**config.mk**
```make
export PLATFORM = sky130hd
export DESIGN_NAME = mecs_core
export DESIGN_NICKNAME = d
export VERILOG_FILES = /design/src/pkg/mecs_pkg.sv /design/src/pkg/mecs_det_if.sv /design/src/rtl/mecs_detector.sv /design/src/rtl/mecs_core.sv
export SDC_FILE = /design/constraint.sdc
export NUM_CORES = 1
export LEC_CHECK = 0
export BUFFER_PORTS_ARGS = -buffer_cell sky130_fd_sc_hd__buf_4
export CORE_MARGIN = 4
export CORE_UTILIZATION = 54
export DETAILED_ROUTE_END_ITERATION = 6
export GPL_TIMING_DRIVEN = 0
export PLACE_DENSITY = 0.74
export SLEW_MARGIN = 20
export SYNTH_ARGS = -nofsm -noshare
export SYNTH_HDL_FRONTEND = slang
export SYNTH_HIERARCHICAL = 1
export SYNTH_SLANG_ARGS = --single-unit
export TNS_END_PERCENT = 50
```
**constraint.sdc**
```tcl
create_clock -name ref_clk -period 10.9 [get_ports ref_clk]
set_input_delay 0 -clock ref_clk [delete_from_list [all_inputs] [get_ports ref_clk]]
set_output_delay 0 -clock ref_clk [all_outputs]
set_load 0.02 [all_outputs]
```
**src/pkg/mecs_pkg.sv**
```systemverilog
/*
 * Constants for the motion engine control/status block: register
 * offsets, field positions, codes, reset values and engine tuning.
 * Assumes byte-wide registers on a 12-bit register address.
 */
package mecs_pkg;

    localparam int unsigned ADDR_W = 12;
    localparam int unsigned DATA_W = 8;
    localparam int unsigned SAMPLE_W = 12;

    // ----------------------------------------------------------------
    // Register offsets
    // ----------------------------------------------------------------
    localparam logic [11:0] OFF_ENGINE_ON_OFF = 12'h100;
    localparam logic [11:0] OFF_SENSITIVITY = 12'h101;
    localparam logic [11:0] OFF_DETECT_SC = 12'h102;
    localparam logic [11:0] OFF_TICK_SCAN = 12'h103;

    // ----------------------------------------------------------------
    // Field positions
    // ----------------------------------------------------------------
    localparam int SC0_EXT_HI = 7;
    localparam int SC0_EXT_LO = 6;
    localparam int SC0_DISABLED = 5;
    localparam int SC0_PAUSE = 4;
    localparam int SC0_DIRMODE = 3;
    localparam int SC0_DIR = 2;
    localparam int SC0_MOTION = 1;
    localparam int SC0_SETTLED = 0;
    localparam int SC1_TICK = 7;
    localparam int SC1_FREQ_HI = 6;
    localparam int SC1_FREQ_LO = 3;
    localparam int SC1_SCAN = 2;
    localparam int SC1_RSVD = 1;
    localparam int SC1_DUAL = 0;

    // ----------------------------------------------------------------
    // Codes and reset values
    // ----------------------------------------------------------------
    localparam logic [7:0] ENGINE_ON_CODE = 8'h11;
    localparam logic [7:0] ENGINE_OFF_CODE = 8'h00;
    localparam logic [7:0] SENS_ADVISED_MAX = 8'h3F;
    localparam logic [7:0] ON_OFF_RST = 8'h00;
    localparam logic [1:0] EXT_RST = 2'h0;
    localparam logic [3:0] FREQ_RST = 4'h0;

    // ----------------------------------------------------------------
    // Engine tuning
    // ----------------------------------------------------------------
    localparam logic [11:0] SETTLE_BAND = 12'h020;
    localparam logic [7:0] SETTLE_EVENTS = 8'h40;
    localparam logic [12:0] THRESHOLD_FLOOR = 13'h010;
    localparam int OFFSET_FRAC = 4;

    typedef enum logic {MECS_OFF, MECS_RUN} mecs_state_e;

endpackage

```
**src/pkg/mecs_det_if.sv**
```systemverilog
/*
 * Carrier between the register core and the detector.
 * Assumes both ends share ref_clk; step is a one-cycle event.
 */
`timescale 1ns/1ps
interface mecs_det_if;
    import mecs_pkg::*;
    logic step;
    logic detect;
    logic restart;
    logic [SAMPLE_W-1:0] sample;
    logic [7:0] sens;
    logic [1:0] extLevel;
    logic [2:0] range;
    logic motion;
    logic positive;
    logic settled;

    modport core (output step, detect, restart, sample, sens, extLevel,
                  range, input motion, positive, settled);
    modport det (input step, detect, restart, sample, sens, extLevel,
                 range, output motion, positive, settled);
endinterface

```
**src/rtl/mecs_detector.sv**
```systemverilog
/*
 * Motion detector: tracks the sensor DC offset, decides when it has
 * settled and flags samples that leave the offset by more than the
 * threshold. Assumes step pulses once per conversion.
 */
`timescale 1ns/1ps
module mecs_detector
    import mecs_pkg::*;
(
    input wire logic ref_clk,
    input wire logic rst_n,
    mecs_det_if.det det
);

    logic signed [15:0] offsetAcc_reg;
    logic [7:0] settleCnt_reg;
    logic settled_reg;
    logic signed [12:0] dev;
    logic [11:0] mag;
    logic [12:0] threshold;
    logic [7:0] rangeTerm;

    // ----------------------------------------------------------------
    // Deviation and threshold
    // ----------------------------------------------------------------
    assign dev = $signed({det.sample[SAMPLE_W-1], det.sample})
        - $signed(offsetAcc_reg[15:OFFSET_FRAC]);
    assign mag = dev[12] ? 12'((-dev)) : dev[11:0];
    // RULE5: range weakened
    // Each extended level halves what range control adds.
    assign rangeTerm = {det.range, 5'h00} >> det.extLevel;
    // RULE1: sensitivity threshold
    // RULE2: larger means shorter
    assign threshold = {3'h0, det.sens, 2'h0} + {5'h00, rangeTerm}
        + THRESHOLD_FLOOR;
    // RULE15: unsettled gives no motion
    assign det.motion = det.step && det.detect && settled_reg
        && ({1'b0, mag} > threshold);
    assign det.positive = !dev[12];
    assign det.settled = settled_reg;

    // ----------------------------------------------------------------
    // Offset tracking
    // ----------------------------------------------------------------
    // Tracking runs while paused so recovery needs no resettling.
    always_ff @(posedge ref_clk)
    begin
        if (!rst_n || det.restart)
        begin
            offsetAcc_reg <= 16'sh0000;
        end
        else if (det.step)
        begin
            offsetAcc_reg <= offsetAcc_reg + 16'(dev);
        end
    end

    // ----------------------------------------------------------------
    // Settling
    // ----------------------------------------------------------------
    // RULE15: offset settle detect
    // RULE16: restart clears settled
    always_ff @(posedge ref_clk)
    begin
        if (!rst_n || det.restart)
        begin
            settleCnt_reg <= 8'h00;
            settled_reg <= 1'b0;
        end
        else if (det.step && !settled_reg)
        begin
            if (mag >= SETTLE_BAND)
            begin
                settleCnt_reg <= 8'h00;
            end
            else if (settleCnt_reg == SETTLE_EVENTS - 8'h01)
            begin
                settled_reg <= 1'b1;
            end
            else
            begin
                settleCnt_reg <= settleCnt_reg + 8'h01;
            end
        end
    end
endmodule

```
**src/rtl/mecs_core.sv**
```systemverilog
/*
 * Control and status registers of the motion engine, with the
 * engine sequencing that updates them once per conversion event.
 * Assumes a byte register port and one conversion pulse per sample;
 * all inputs are synchronous to ref_clk.
 */
// How it works
// RULE1: Sensitivity is 8-bit read/write; zero most sensitive, all ones least.
// RULE2: Bigger sensitivity value shortens detection range, smaller lengthens it.
// RULE3: Software should keep sensitivity at or below 3Fh for useful detection.
// RULE4: Bits 7-6 of status/control 0 pick four extended levels.
// RULE5: Higher extended level weakens the range control effect.
// RULE6: Enable code at an event clears the disabled bit 5.
// RULE7: Disable code sets disabled bit at next event, then processing stops.
// RULE8: Software lets one conversion event pass after writing disable code.
// RULE9: Pause bit 4 stops detection; events and sample capture continue.
// RULE10: Clearing pause resumes detection at the next conversion event.
// RULE11: Bit 3 selects direction mode; off makes direction bit invalid.
// RULE12: Direction bit 2 loads when motion flag sets, held until cleared.
// RULE13: Engine sets motion flag bit 1; only software clears it. Here re-enabling at an event also clears it, together with direction bit 2.
// RULE14: Software polls the motion flag and clears it.
// RULE15: Settled bit 0 set once offset stable; until then motion invalid.
// RULE16: Settled restarts from zero after reset, re-enable and wake.
// RULE17: Software sets tick bit 7 each second; engine consumes and clears.
// RULE18: Tick/scan register holds tick, frequency, scan, dual, zero bit.
// RULE19: On/off register takes any byte, reads back last written.
// RULE20: Status updates and control sampling happen only at events; wakeFromSleep clears settled bit 0 in any cycle.
// RULE21: Read-only and reserved bits ignore writes; reserved reads zero.
`timescale 1ns/1ps
module mecs_core
    import mecs_pkg::*;
(
    input wire logic ref_clk,
    input wire logic rst_n,
    input wire logic [ADDR_W-1:0] regAddr,
    input wire logic regWrEn,
    input wire logic regRdEn,
    input wire logic [DATA_W-1:0] regWrData,
    output logic [DATA_W-1:0] regRdData,
    input wire logic convEvent,
    input wire logic [SAMPLE_W-1:0] convSample,
    input wire logic wakeFromSleep,
    input wire logic [2:0] rangeControl,
    output logic engineRunning,
    output logic secondTick,
    output logic [SAMPLE_W-1:0] lastSample
);

    mecs_det_if detBus ();

    mecs_state_e state_reg;
    logic [7:0] onOff_reg;
    logic [7:0] sens_reg;
    logic [1:0] ext_reg;
    logic pause_reg;
    logic dirMode_reg;
    logic disabled_reg;
    logic dir_reg;
    logic motion_reg;
    logic settled_reg;
    logic tick_reg;
    logic [3:0] freq_reg;
    logic scan_reg;
    logic dual_reg;
    logic pauseActive_reg;
    logic dirModeActive_reg;
    logic wrOnOff;
    logic wrSens;
    logic wrSc0;
    logic wrSc1;
    logic engineOn;
    logic enabling;
    logic motionClear;
    logic [7:0] sc0View;
    logic [7:0] sc1View;

    // ----------------------------------------------------------------
    // Decode
    // ----------------------------------------------------------------
    assign wrOnOff = regWrEn && (regAddr == OFF_ENGINE_ON_OFF);
    assign wrSens = regWrEn && (regAddr == OFF_SENSITIVITY);
    assign wrSc0 = regWrEn && (regAddr == OFF_DETECT_SC);
    assign wrSc1 = regWrEn && (regAddr == OFF_TICK_SCAN);
    assign engineOn = state_reg == MECS_RUN;
    assign enabling = convEvent && !engineOn
        && (onOff_reg == ENGINE_ON_CODE);
    // RULE13: software clear only
    assign motionClear = wrSc0 && !regWrData[SC0_MOTION];

    // ----------------------------------------------------------------
    // Software-owned fields
    // ----------------------------------------------------------------
    // RULE19: any byte stored
    always_ff @(posedge ref_clk)
    begin
        if (!rst_n)
        begin
            onOff_reg <= ON_OFF_RST;
        end
        else if (wrOnOff)
        begin
            onOff_reg <= regWrData;
        end
    end

    // RULE1: no reset value
    // Sensitivity is left unreset; software must load it first.
    always_ff @(posedge ref_clk)
    begin
        if (wrSens)
        begin
            sens_reg <= regWrData;
        end
    end

    // RULE4: extended level field
    // RULE21: status bits not writable
    always_ff @(posedge ref_clk)
    begin
        if (!rst_n)
        begin
            ext_reg <= EXT_RST;
            pause_reg <= 1'b0;
            dirMode_reg <= 1'b0;
        end
        else if (wrSc0)
        begin
            ext_reg <= regWrData[SC0_EXT_HI:SC0_EXT_LO];
            pause_reg <= regWrData[SC0_PAUSE];
            dirMode_reg <= regWrData[SC0_DIRMODE];
        end
    end

    // RULE18: tick and scan fields
    always_ff @(posedge ref_clk)
    begin
        if (!rst_n)
        begin
            freq_reg <= FREQ_RST;
            scan_reg <= 1'b0;
            dual_reg <= 1'b0;
        end
        else if (wrSc1)
        begin
            freq_reg <= regWrData[SC1_FREQ_HI:SC1_FREQ_LO];
            scan_reg <= regWrData[SC1_SCAN];
            dual_reg <= regWrData[SC1_DUAL];
        end
    end

    // ----------------------------------------------------------------
    // Tick
    // ----------------------------------------------------------------
    // RULE17: engine consumes tick
    // A set landing on the consuming event wins, so no second is lost.
    always_ff @(posedge ref_clk)
    begin
        if (!rst_n)
        begin
            tick_reg <= 1'b0;
            secondTick <= 1'b0;
        end
        else
        begin
            secondTick <= convEvent && engineOn && tick_reg;
            if (wrSc1 && regWrData[SC1_TICK])
            begin
                tick_reg <= 1'b1;
            end
            else if (convEvent && engineOn)
            begin
                tick_reg <= 1'b0;
            end
        end
    end

    // ----------------------------------------------------------------
    // Engine sequencing
    // ----------------------------------------------------------------
    // RULE20: only at events
    always_ff @(posedge ref_clk)
    begin
        if (!rst_n)
        begin
            state_reg <= MECS_OFF;
            disabled_reg <= 1'b1;
        end
        else if (convEvent)
        begin
            unique case (state_reg)
                MECS_OFF:
                begin
                    // RULE6: enable acknowledge
                    if (onOff_reg == ENGINE_ON_CODE)
                    begin
                        state_reg <= MECS_RUN;
                        disabled_reg <= 1'b0;
                    end
                end
                MECS_RUN:
                begin
                    // RULE7: disable acknowledge
                    if (onOff_reg == ENGINE_OFF_CODE)
                    begin
                        state_reg <= MECS_OFF;
                        disabled_reg <= 1'b1;
                    end
                end
            endcase
        end
    end
    assign engineRunning = engineOn;

    // RULE9: pause sampled
    // RULE10: resume at event
    // RULE11: mode sampled
    always_ff @(posedge ref_clk)
    begin
        if (!rst_n)
        begin
            pauseActive_reg <= 1'b0;
            dirModeActive_reg <= 1'b0;
        end
        else if (convEvent)
        begin
            pauseActive_reg <= pause_reg;
            dirModeActive_reg <= dirMode_reg;
        end
    end

    // RULE9: samples kept
    // Captured during pause too, so restart needs no fresh fill.
    always_ff @(posedge ref_clk)
    begin
        if (!rst_n)
        begin
            lastSample <= '0;
        end
        else if (convEvent && engineOn)
        begin
            lastSample <= convSample;
        end
    end

    // ----------------------------------------------------------------
    // Detector link
    // ----------------------------------------------------------------
    assign detBus.step = convEvent && engineOn;
    // RULE9: detection gated
    assign detBus.detect = !pauseActive_reg;
    // RULE16: re-enable and wake
    assign detBus.restart = enabling || wakeFromSleep;
    assign detBus.sample = convSample;
    assign detBus.sens = sens_reg;
    assign detBus.extLevel = ext_reg;
    assign detBus.range = rangeControl;

    mecs_detector u_detector (
        .ref_clk(ref_clk),
        .rst_n(rst_n),
        .det(detBus)
    );

    // ----------------------------------------------------------------
    // Engine-owned status
    // ----------------------------------------------------------------
    // RULE13: set wins over clear
    // RULE12: direction latch
    always_ff @(posedge ref_clk)
    begin
        if (!rst_n || enabling)
        begin
            motion_reg <= 1'b0;
            dir_reg <= 1'b0;
        end
        else if (detBus.motion)
        begin
            motion_reg <= 1'b1;
            if (!motion_reg && dirModeActive_reg)
            begin
                dir_reg <= detBus.positive;
            end
        end
        else if (motionClear)
        begin
            motion_reg <= 1'b0;
        end
    end

    // RULE15: settled mirrored
    // RULE16: cleared on restart
    always_ff @(posedge ref_clk)
    begin
        if (!rst_n || detBus.restart)
        begin
            settled_reg <= 1'b0;
        end
        else if (convEvent && engineOn)
        begin
            settled_reg <= detBus.settled;
        end
    end

    // ----------------------------------------------------------------
    // Read back
    // ----------------------------------------------------------------
    assign sc0View = {ext_reg, disabled_reg, pause_reg, dirMode_reg,
                      dir_reg, motion_reg, settled_reg};
    // RULE21: reserved reads zero
    assign sc1View = {tick_reg, freq_reg, scan_reg, 1'b0, dual_reg};

    always_ff @(posedge ref_clk)
    begin
        if (!rst_n)
        begin
            regRdData <= 8'h00;
        end
        else if (regRdEn)
        begin
            unique case (regAddr)
                OFF_ENGINE_ON_OFF: regRdData <= onOff_reg;
                OFF_SENSITIVITY: regRdData <= sens_reg;
                OFF_DETECT_SC: regRdData <= sc0View;
                OFF_TICK_SCAN: regRdData <= sc1View;
                default: regRdData <= 8'h00;
            endcase
        end
    end
endmodule

```
Yosys cells after proc, flatten, opt, wreduce, memory -nomap -nowiden
Cells that the tools add are included.

Output and inout bits: 22. Register bits after elaboration: 80. Logic and storage cells: 88. Input port bits: 41.

$add $sub $neg: 6. Reductions and logical operators: 32. Bitwise gates (word level): 2. Shifts and indexed selects: 1. Muxes and demuxes: 14. $lt $le $gt $ge: 2. Equal/unequal tests: 9.

Operators with widths (count): equality test 12 x 9 -> 1 bit (second input constant) (4); one-hot mux 8 bit (4 select lines) (1); adder 16 x 13 -> 16 bit (1); 2-to-1 mux 8 bit (2); logical AND 1 bit (15); adder 13 x 5 -> 13 bit (second input constant) (1); greater-than comparator 12 x 13 -> 1 bit (1); subtractor 12 x 12 -> 13 bit (1); greater-or-equal comparator 12 x 6 -> 1 bit (second input constant) (1); 2-to-1 mux 12 bit (1); negator 12 bit (1); adder 10 x 8 -> 11 bit (1); adder 8 x 1 -> 8 bit (second input constant) (1); equality test 8 x 5 -> 1 bit (second input constant) (1); equality test 8 x 6 -> 1 bit (second input constant) (1); logical NOT 8 bit (1); 2-to-1 mux 1 bit (8); right shift 8 x 2 -> 8 bit (1); logical NOT 1 bit (7); AND reduction 3 bit (2); != test 2 x 1 -> 1 bit (second input constant) (2); one-hot mux 1 bit (2 select lines) (2); AND reduction 2 bit (2); nonzero test 2 bit (2); other kinds (3) (6).

Depth between registers and ports, before layout
Gate-level depths: netlist of the first run.

Depth in word-level cells: 6. Depth in mapped cells: 26.

Cells and area by module
Netlist of the first run, hierarchy kept.

Modules (own cells, without submodules): mecs_detector (instances 1, seq. area each 500.5 sq um, cells an instance 419, area each 3331.9 sq um); mecs_core (instances 1, seq. area each 1181.1 sq um, cells an instance 231, area each 2368.5 sq um).

Least setup slack after synthesis of the first run
No wires, ideal clock.

Path kind: flip-flop to flip-flop. Start: reg u_detector.offsetAcc_reg[4]. End: reg motion_reg. Data arrival time: 4065 ps. Buffers on the path: 1. Slack: 6716 ps. Cell stages (with the launch flop): 26. Library setup time: 120 ps. Cells stage by stage: dfxtp_1 ha_1 fa_1 nand2b_2 a211oi_1 o22a_1 o211ai_1 a31o_2 inv_1 buf_2 nor2_1 xnor2_1 ha_1 o21a_1 o21a_1 o21ai_0 nand2b_1 a21oi_1 o21ai_0 o21ai_0 a22oi_1 o21ai_0 a21oi_1 o21a_1 o31a_1 o31a_1.

Word-level cells in the longest chain between the ends: 6.

RTL lines: start, declared (line mecs_detector.sv:15) `logic signed [15:0] offsetAcc_reg;`; start signal, assigned (line mecs_detector.sv:54) `offsetAcc_reg <= offsetAcc_reg + 16'(dev);`; subtractor 12 x 12 -> 13 bit * (line mecs_detector.sv:27) `- $signed(offsetAcc_reg[15:OFFSET_FRAC]);`; negator 12 bit (line mecs_detector.sv:28) `assign mag = dev[12] ? 12'((-dev)) : dev[11:0];`; 2-to-1 mux 12 bit * (line mecs_detector.sv:28); greater-than comparator 12 x 13 -> 1 bit * (line mecs_detector.sv:38) `&& ({1'b0, mag} > threshold);`; logical AND 1 bit * (line mecs_detector.sv:38); net detBus.motion (line mecs_det_if.sv:15) `logic motion;`; 2-to-1 mux 1 bit / nonzero test 2 bit (equally long branches); end signal, assigned (line mecs_core.sv:273) `motion_reg <= 1'b0;`; end signal, assigned (line mecs_core.sv:278) `motion_reg <= 1'b1;`; end signal, assigned (line mecs_core.sv:286) `motion_reg <= 1'b0;`; end, declared (line mecs_core.sv:59) `logic motion_reg;`.

Mark *: on every way through the listed nets, which the timed path passes. The rest lies on a longest branch. A chain may end at the register's enable or synchronous reset.

Worst setup path after layout of the first run
Start: in convSample[0]. End: reg motion_reg.

Word-level cells in the longest chain between the ends: 6.

RTL lines: start, declared (line mecs_core.sv:41) `input wire logic [SAMPLE_W-1:0] convSample,`; subtractor 12 x 12 -> 13 bit * (line mecs_detector.sv:27); negator 12 bit (line mecs_detector.sv:28); 2-to-1 mux 12 bit * (line mecs_detector.sv:28); greater-than comparator 12 x 13 -> 1 bit * (line mecs_detector.sv:38); logical AND 1 bit * (line mecs_detector.sv:38); net detBus.motion (line mecs_det_if.sv:15); 2-to-1 mux 1 bit / nonzero test 2 bit (equally long branches).

Marks and branches as above.

==> results by stage, run 1 <==
Pwr:
- The completed layout was analyzed and its total power is 0.671 mW.
- In this run the power density over the cells is 99.2 mW/mm2.
- The analysis attributes to cell leakage a power of 2.80 nW.
- Across the VDD grid, the largest voltage drop is 0.0642 mV.

Floorplanning:
- The die width is 111 um.
- The area of the die is 0.0123 mm2.
- The number of core rows is 37.
- For this design the top-level I/O count stands at 63.
- In this run the vertical extent of the chip is 111 um.
- The standard cell core area is 0.0103 mm2.
- For this configuration, the core starts out at a cell density of 0.552.

Routing:
- The number of DRC markers after the initial detailed-route iteration is 206.
- The per-cell routed wire length is 16.5 um.
- The first-pass iteration count of the detailed router is 5.
- For this block, the via count after detailed routing is 5,121.
- In the routed layout, each cell is associated on average with a via count of 5.78.
- The overall routed net length is 14,600 um.
- The count of nets left with antenna violations once routing finished came out at 0.
- For this run, design rule violations remaining after detail routing come to 0.

Setup path:
- The type of element launching the critical path is a primary input.
- STA puts the critical path data required time at 11,160 ps.
- The cell that appears most often on the critical path is o21ai_0.
- The worst register-to-register path has a depth of 25.
- Counting both buffers and inverters, the worst setup path holds a total of 5.
- The worst setup path is captured at a flip-flop.
- The kind of cell adding the most delay to the critical path is compound AO/OA/AOI/OAI gates.
- By startpoint and endpoint, the worst setup path is classified as in2reg.
- The largest stage delay on the critical path is 520 ps.
- The maximum fanout along the worst path is 10.
- The critical path runs through a total of 28 cells.
- The endpoint arrival time on the critical path is 5180 ps.
- The worst-path cell with the longest stage delay is dlygate4sd3_1.

Place:
- The minimum setup slack after placement is 6090 ps.
- Input and output buffers added on the ports amount to 62.
- The total half-perimeter wirelength after legalization and detailed placement is 11,500 um.
- The global placer's final weighted congestion is 0.900.

Logic synthesis:
- The number of different library cells used by synthesis comes to 78.
- By area the synthesized netlist is led by dfxtp_1 (25%), ha_1 (11%), mux2i_1 (6.1%).
- The mapped netlist covers 0.00570 mm2.
- The share of synthesized area occupied by flip-flops and latches is 0.295.
- The share of synthesized area in the top cell type comes to 0.253.
- The largest total area in the synthesized netlist belongs to dfxtp_1.
- The synthesis-stage register bit count is 80.
- Synthesis produced 650 cells.
- Each instance of the synthesized netlist takes up on average 8.77 um2.
- Yosys printed 6 warnings.
- The synthesized netlist net count is 742.
- Yosys mapped a number of flops with a built-in enable equal to 8.
- By count the netlist is led by nand2_1 (75), dfxtp_1 (72), ha_1 (48).
- The most used flip-flop cell after synthesis is dfxtp_1.
- The post-synthesis async set-or-reset flop share is 0.
- The cell with the most instances after synthesis is nand2_1.

STA:
- The highest attainable clock frequency is 203 MHz.
- At the pin with the least slew margin, the transition time is 794 ps.
- On the final layout, the worst clock skew is 12.8 ps.
- Setup repair after global routing left no endpoint under its margin.
- Dividing the final minimum period by the clock period gives 0.451.
- The setup violation total in the final timing report is 0.
- Headroom to the max-slew limit came out at 0.471.
- The setup TNS after final layout is 0 ps.
- The final hold violation count was 0.
- The minimum period implied by the final worst setup slack is 4920 ps.
- The final hold slack is 78.6 ps.
- The final count of pins violating max slew is 0.
- The setup slack of the critical path after layout is 5980 ps.

Clocking:
- The clock reaches the later pin of the worst-skew pair after 370 ps.
- The clock transition at the registers of the reported paths is 90 ps.
- The clock passes through at most 2 buffers.
- The number of sinks handled by clock tree synthesis is 80.
- The number of setup buffers added after CTS is 0.
- The H-tree depth is 3.
- The CTS buffer count is 9.
- The cell sitting at the root of the clock tree is a clkbuf_8.
- TritonCTS built the clock tree.

Global route:
- The initial antenna violation count is 0.
- The remaining global-route overflow is 0.
- The overall track demand over capacity in global routing is 0.235.
- The first global-routing pass estimated 24,000 um of wire.
- The number of global-route vias before repair is 5,007.
- The pin count of the biggest net entering global routing is 16.

Run status:
- The flow ran to the end, and the final reports show no timing, DRC or antenna violations.

Hold path:
- The min-delay analysis places its worst path in the category in2reg.
- The instance count along the most critical hold path is 3.

Final layout:
- The share of layout cells above drive strength 1 is 0.169.
- The area added between synthesis and finish is 18.7%.
- The number of antenna diodes in the final layout is 0.
- The final design utilization is 0.656.
- The register with the most flip-flops in the layout has 16 of them.
- The post-layout net count is 837.

Flow run:
- The reported max-cap violation count is 0.
[worst min-delay path, delay by kind of cell]
| family | cells | cell delay [ps] |
|---|---|---|
| mux | 1 | 100 |
| simple gates | 1 | 170 |
| buf+inv | 1 | 130 |
[placed cells by master (no fill, tap or decap), types with 6 or more instances in the layout]
cell,netlist,routed
nand2_1,75,75
dfxtp_1,72,72
buf_4,0,62
ha_1,48,48
inv_1,41,41
nor2_1,37,37
mux2i_1,35,35
a21oi_1,28,28
xnor2_1,27,27
a22oi_1,23,23
o21ai_0,22,22
dlygate4sd3_1,0,22
nand3_1,15,15
a21boi_0,13,13
clkbuf_1,12,12
clkbuf_8,1,11
a31oi_1,10,10
xor2_1,10,10
mux2_2,9,9
nor3_1,9,9
nor2b_1,8,8
o211ai_1,8,8
edfxtp_1,8,8
nor4_1,7,7
o21a_1,7,7
a21o_1,7,7
and3_1,6,6
[kinds of logic (layout without fill, tap and decap cells)]
logic type                 after synthesis  in the layout  share of synthesized area
and+or+nand+nor                        215            215                      0.213
muxes                                   44             44                     0.0792
adders and majority gates               52             52                      0.118
AOI/OAI and AO/OA                      157            157                      0.189
buffers and inverters                   63            163                     0.0441
DFF                                     80             80                      0.295
xor gates and xnor gates                39             39                     0.0626
[repair_timing]
action | CTS | global route
hold buffers | 22 | 0
endpoints found under the hold margin | 40 | 0
resized for setup | 0 | 0
[final timing paths]
path / start / end / slack, ps
setup / recovery: convSample[0] / motion_reg / 5980
hold / removal: regWrEn / pause_reg / 80
setup reg to reg: u_detector/offsetAcc_reg[4] / motion_reg / 5980
hold reg to reg: freq_reg[1] / freq_reg[1] / 470
[where the power goes]
group          internal (mW)  total [mW]  leakage [nW]  switching [mW]
clock network          0.116       0.238         0.109           0.123
logic                 0.0591       0.136          2.04          0.0771
registers              0.297       0.297         0.651       0.0000116
[routing by layer]
layer,up-vias,track usage,routed length (um)
met5,-,0,0
li1,2549,-,-
met1,2419,0.286,6360
met3,31,0.0311,645
met4,0,0.103,444
met2,122,0.412,7150
[layout make-up]
type	count	area, um2
multi-input cells	507	3770
fillers	854	3560
flip-flops and latches	80	1680
repair buffers	84	686
well taps	136	170
inverters	44	165
clock buffers	10	138
plain buffers	19	86.3
clock inverters	6	73.8
[stage by stage]
| stage | cells | area, um2 |
|---|---|---|
| floorplan | 650 | 5700 |
| global placement | 848 | 6340 |
| detailed placement | 848 | 6340 |
| CTS | 886 | 6770 |
| global route | 886 | 6770 |
| finish | 886 | 6770 |
Power figures use the tool's default switching activity.
==> inputs of run 2 (changes only) <==
--- a/config.mk
+++ b/config.mk
@@ -10,7 +10,7 @@
 export CORE_UTILIZATION = 54
 export DETAILED_ROUTE_END_ITERATION = 6
 export GPL_TIMING_DRIVEN = 0
-export PLACE_DENSITY = 0.74
+export PLACE_DENSITY = 0.77
 export SLEW_MARGIN = 20
 export SYNTH_ARGS = -nofsm -noshare
 export SYNTH_HDL_FRONTEND = slang
==> constraint.sdc (replaced) <==
create_clock -name ref_clk -period 4.4 [get_ports ref_clk]
set_input_delay 0 -clock ref_clk [delete_from_list [all_inputs] [get_ports ref_clk]]
set_output_delay 0 -clock ref_clk [all_outputs]
set_load 0.02 [all_outputs]
==> run 2 against run 1 <==
Combinational power grew to 2.7 times the previous value. Critical path depth is 3 lower. Core utilization is 1.4 points higher. First-iteration DRC count is 46% higher. Register-to-register slack worse by 5700 ps. Highest routed layer unchanged. Critical endpoint unchanged. Clock skew is 2.9 ps higher.
==> results by stage, run 2 (synthesis results as in run 1) <==
Run status:
- The flow ran to the end, and the final reports show no timing, DRC or antenna violations.

Routing:
- The total vias in the final route came to 5,275 (+3.0%).
- The number of DRC markers after the initial detailed-route iteration came to 301 (+46%).
- The first-pass iteration count of the detailed router came to 5 (unchanged).
- The remaining number of nets flagged by the antenna check after routing came to 0 (unchanged).
- The detailed-route vias per instance is 5.91 (+2.3%).
- The residual DRC count is 0 (unchanged).
- The per-cell routed wire length is 17.1 um (+3.9%).
- The overall routed net length is 15,300 um (+4.6%).

STA:
- The setup violation total in the final timing report was 0 (unchanged).
- The headroom to the max-slew limit is 0.406 (-0.0650).
- The largest clock skew in the final design is 15.7 ps (+2.92 ps).
- For the finished layout, the period the worst path requires is 4160 ps.
- Timing would allow up to 240 MHz.
- Setup repair after global routing could not meet its margin everywhere.
- The final hold violation count is 0 (unchanged).
- The final count of pins violating max slew came to 0 (unchanged).
- The pin slew with the least headroom to its limit came to 885 ps (+91.2 ps).
- The setup slack of the critical path after layout is 239 ps (-5740 ps).
- The final hold slack came to 80.2 ps (+1.61 ps).
- The fraction of the cycle the final worst path needs is 0.946.

Place:
- The minimum setup slack after placement was -438 ps (-6530 ps).
- The number of port buffers came to 62 (unchanged).
- The instance count after placement with tap cells included is 848 (unchanged).
- The global placer's final weighted congestion is 0.903 (+0.34%).
- The total half-perimeter wirelength after legalization and detailed placement is 11,600 um (+1.6%).

Global route:
- The overall track demand over capacity in global routing is 0.248 (+0.0128).
- The pin count of the biggest net entering global routing was 16 (unchanged).
- The remaining global-route overflow was 0 (unchanged).
- The first-pass GRT wire length is 25,400 um (+5.6%).
- The initial antenna violation count was 0 (unchanged).
- The number of global-route vias before repair is 5,340 (+6.7%).

Hold path:
- The worst hold endpoint is onOff_reg[5].
- The worst hold path class is in2reg.
- The instance count along the most critical hold path is 4 (+1).
- The origin of the worst min-delay path is regAddr[9].

Clocking:
- The insertion delay to the later sink of the worst-skew pair is 360 ps (about the same).
- The clock transition at the registers of the reported paths is 90 ps (about the same).
- The buffer depth of the longest clock path is 2 (unchanged).
- The H-tree depth is 3 (unchanged).
- The CTS buffer count came to 9 (unchanged).
- The number of sinks handled by clock tree synthesis is 80 (unchanged).
- The CTS tree is yes.
- The buffer cell driving the clock tree root is clkbuf_8.

Setup path:
- The critical path in this run is classified as reg2reg.
- The setup slack of the worst register-to-register path was 240 ps (-5740 ps).
- The critical register-to-register path endpoint is motion_reg.
- The worst setup path is captured at a flip-flop.
- The worst endpoint required time is 4660 ps (-6500 ps).
- The endpoint arrival time on the critical path is 4420 ps (-760 ps).
- The cell count of the worst reg-to-reg path is 25 (unchanged).
- The source of the worst register-to-register timing path is u_detector/offsetAcc_reg[4].
- The worst setup path is launched from a flip-flop.
- The maximum fanout along the worst path is 3 (-7).

Flow run:
- The reported max-cap violation count was 0 (unchanged).

Floorplanning:
- The die span in y was 111 um (unchanged).
- The die width is 111 um (unchanged).
- The number of core rows is 37 (unchanged).
- The area of the die was 0.0123 mm2 (unchanged).
- The standard cell core area came to 0.0103 mm2 (unchanged).
- The number of placed I/O pins is 63 (unchanged).
- The starting density of the core is 0.552 (unchanged).

Pwr:
- The sum of internal, switching and leakage power is 1.66 mW (+150%).
- The maximum VDD drop is 0.145 mV (+130%).
- The power density over cell area is 240 mW/mm2 (+140%).
- The leakage power summed over all cells is 2.84 nW (+1.5%).

Final layout:
- The area used by sequential logic in the layout was 0.00169 mm2 (+0.37%).
- The most common library cell in the layout ignoring fill and taps is nand2_1.
- The share of layout cells above drive strength 1 is 0.198 (+0.0291).
- The post-layout net count is 843 (+0.72%).
- The flip-flop count of the largest register after layout is 16 (unchanged).
- The number of non-filler instances in the completed layout is 892 (+0.68%).
- The final-layout fill cell count came to 808 (-5.4%).
- The antenna diode count came to 0 (unchanged).
- The multi-input gate area in the final layout is 0.00386 mm2 (+2.6%).
- Relative to the synthesized area, the layout overhead comes to 21.2%.
- In the layout the commonest cells are nand2_1 (74), dfxtp_1 (69), buf_4 (69), ha_1 (46), inv_1 (41).
-- run 2: changes by cell type in the layout (fill, tap and decap cells not counted), sizes merged --
cell,change
inv,+1
bufinv,-1
clkinvlp,+1
buf,+7
clkinv,-2
-- run 2: timing repair --
action,CTS,global route
pin swaps,11,11
hold buffers,22,0
hold endpoints to repair,39,0
setup endpoints to repair,2,5
buffers inserted,5,2
resized for setup,16,14
-- run 2: layer usage --
| metal | wire length [um] | global-route usage | up-vias |
|---|---|---|---|
| met5 | 0 | 0 | - |
| met4 | 514 | 0.0993 | 0 |
| met3 | 793 | 0.0426 | 40 |
| met2 | 7480 | 0.436 | 171 |
| met1 | 6480 | 0.298 | 2494 |
| li1 | - | - | 2570 |
-- run 2: worst max-delay path, cell delays in order (launching register included) --
cell	delay, ps
dfxtp_2	330
ha_2	180
fa_2	340
nand2b_4	150
a211oi_2	210
o22a_2	210
o211ai_1	90
a31o_2	270
inv_1	90
buf_6	100
nor2_1	40
xnor2_1	120
ha_1	320
o21a_1	200
o21a_1	160
o21ai_1	110
nand2b_1	90
a21oi_2	170
o21ai_2	90
o21ai_1	120
a22oi_1	90
o21ai_1	110
a21oi_2	100
o21a_1	170
o31a_1	90
o31a_1	100
-- run 2: worst max-delay path by stage --
stage | start | to | slack (ps) | cells past startpoint
6_report | u_detector/offsetAcc_reg[4] | motion_reg | 240 | 25
5_1_grt | u_detector/offsetAcc_reg[9] | dir_reg | -4 | 23
4_1_cts | u_detector/offsetAcc_reg[4] | dir_reg | 8 | 25
3_5_place_dp | u_detector/offsetAcc_reg[4] | dir_reg | -440 | 25
3_3_place_gp | u_detector/offsetAcc_reg[4] | motion_reg | -290 | 25
2_1_floorplan | u_detector/offsetAcc_reg[4] | motion_reg | 220 | 25
-- run 2: stage by stage --
step	setup TNS, ps	instance area (um2)	utilization
floorplan	0	5700	-
global placement	-565	6340	0.614
detailed placement	-865	6340	0.614
CTS	0	6840	0.663
global route	-6.57	6910	0.669
finish	0	6910	0.669
-- run 2: report_power, final --
group	internal, mW	switching (mW)	leakage, nW
registers	0.734	0.0000289	0.653
clock network	0.263	0.297	0.104
logic	0.158	0.208	2.09
-- run 2: final cells by class --
cell class	instances	share of cell area
inverters	44	0.0239
multi-input cells	507	0.559
well taps	136	0.0246
clock buffers	11	0.0235
repair buffers	91	0.107
flip-flops and latches	80	0.244
plain buffers	18	0.0114
clock inverters	5	0.00616
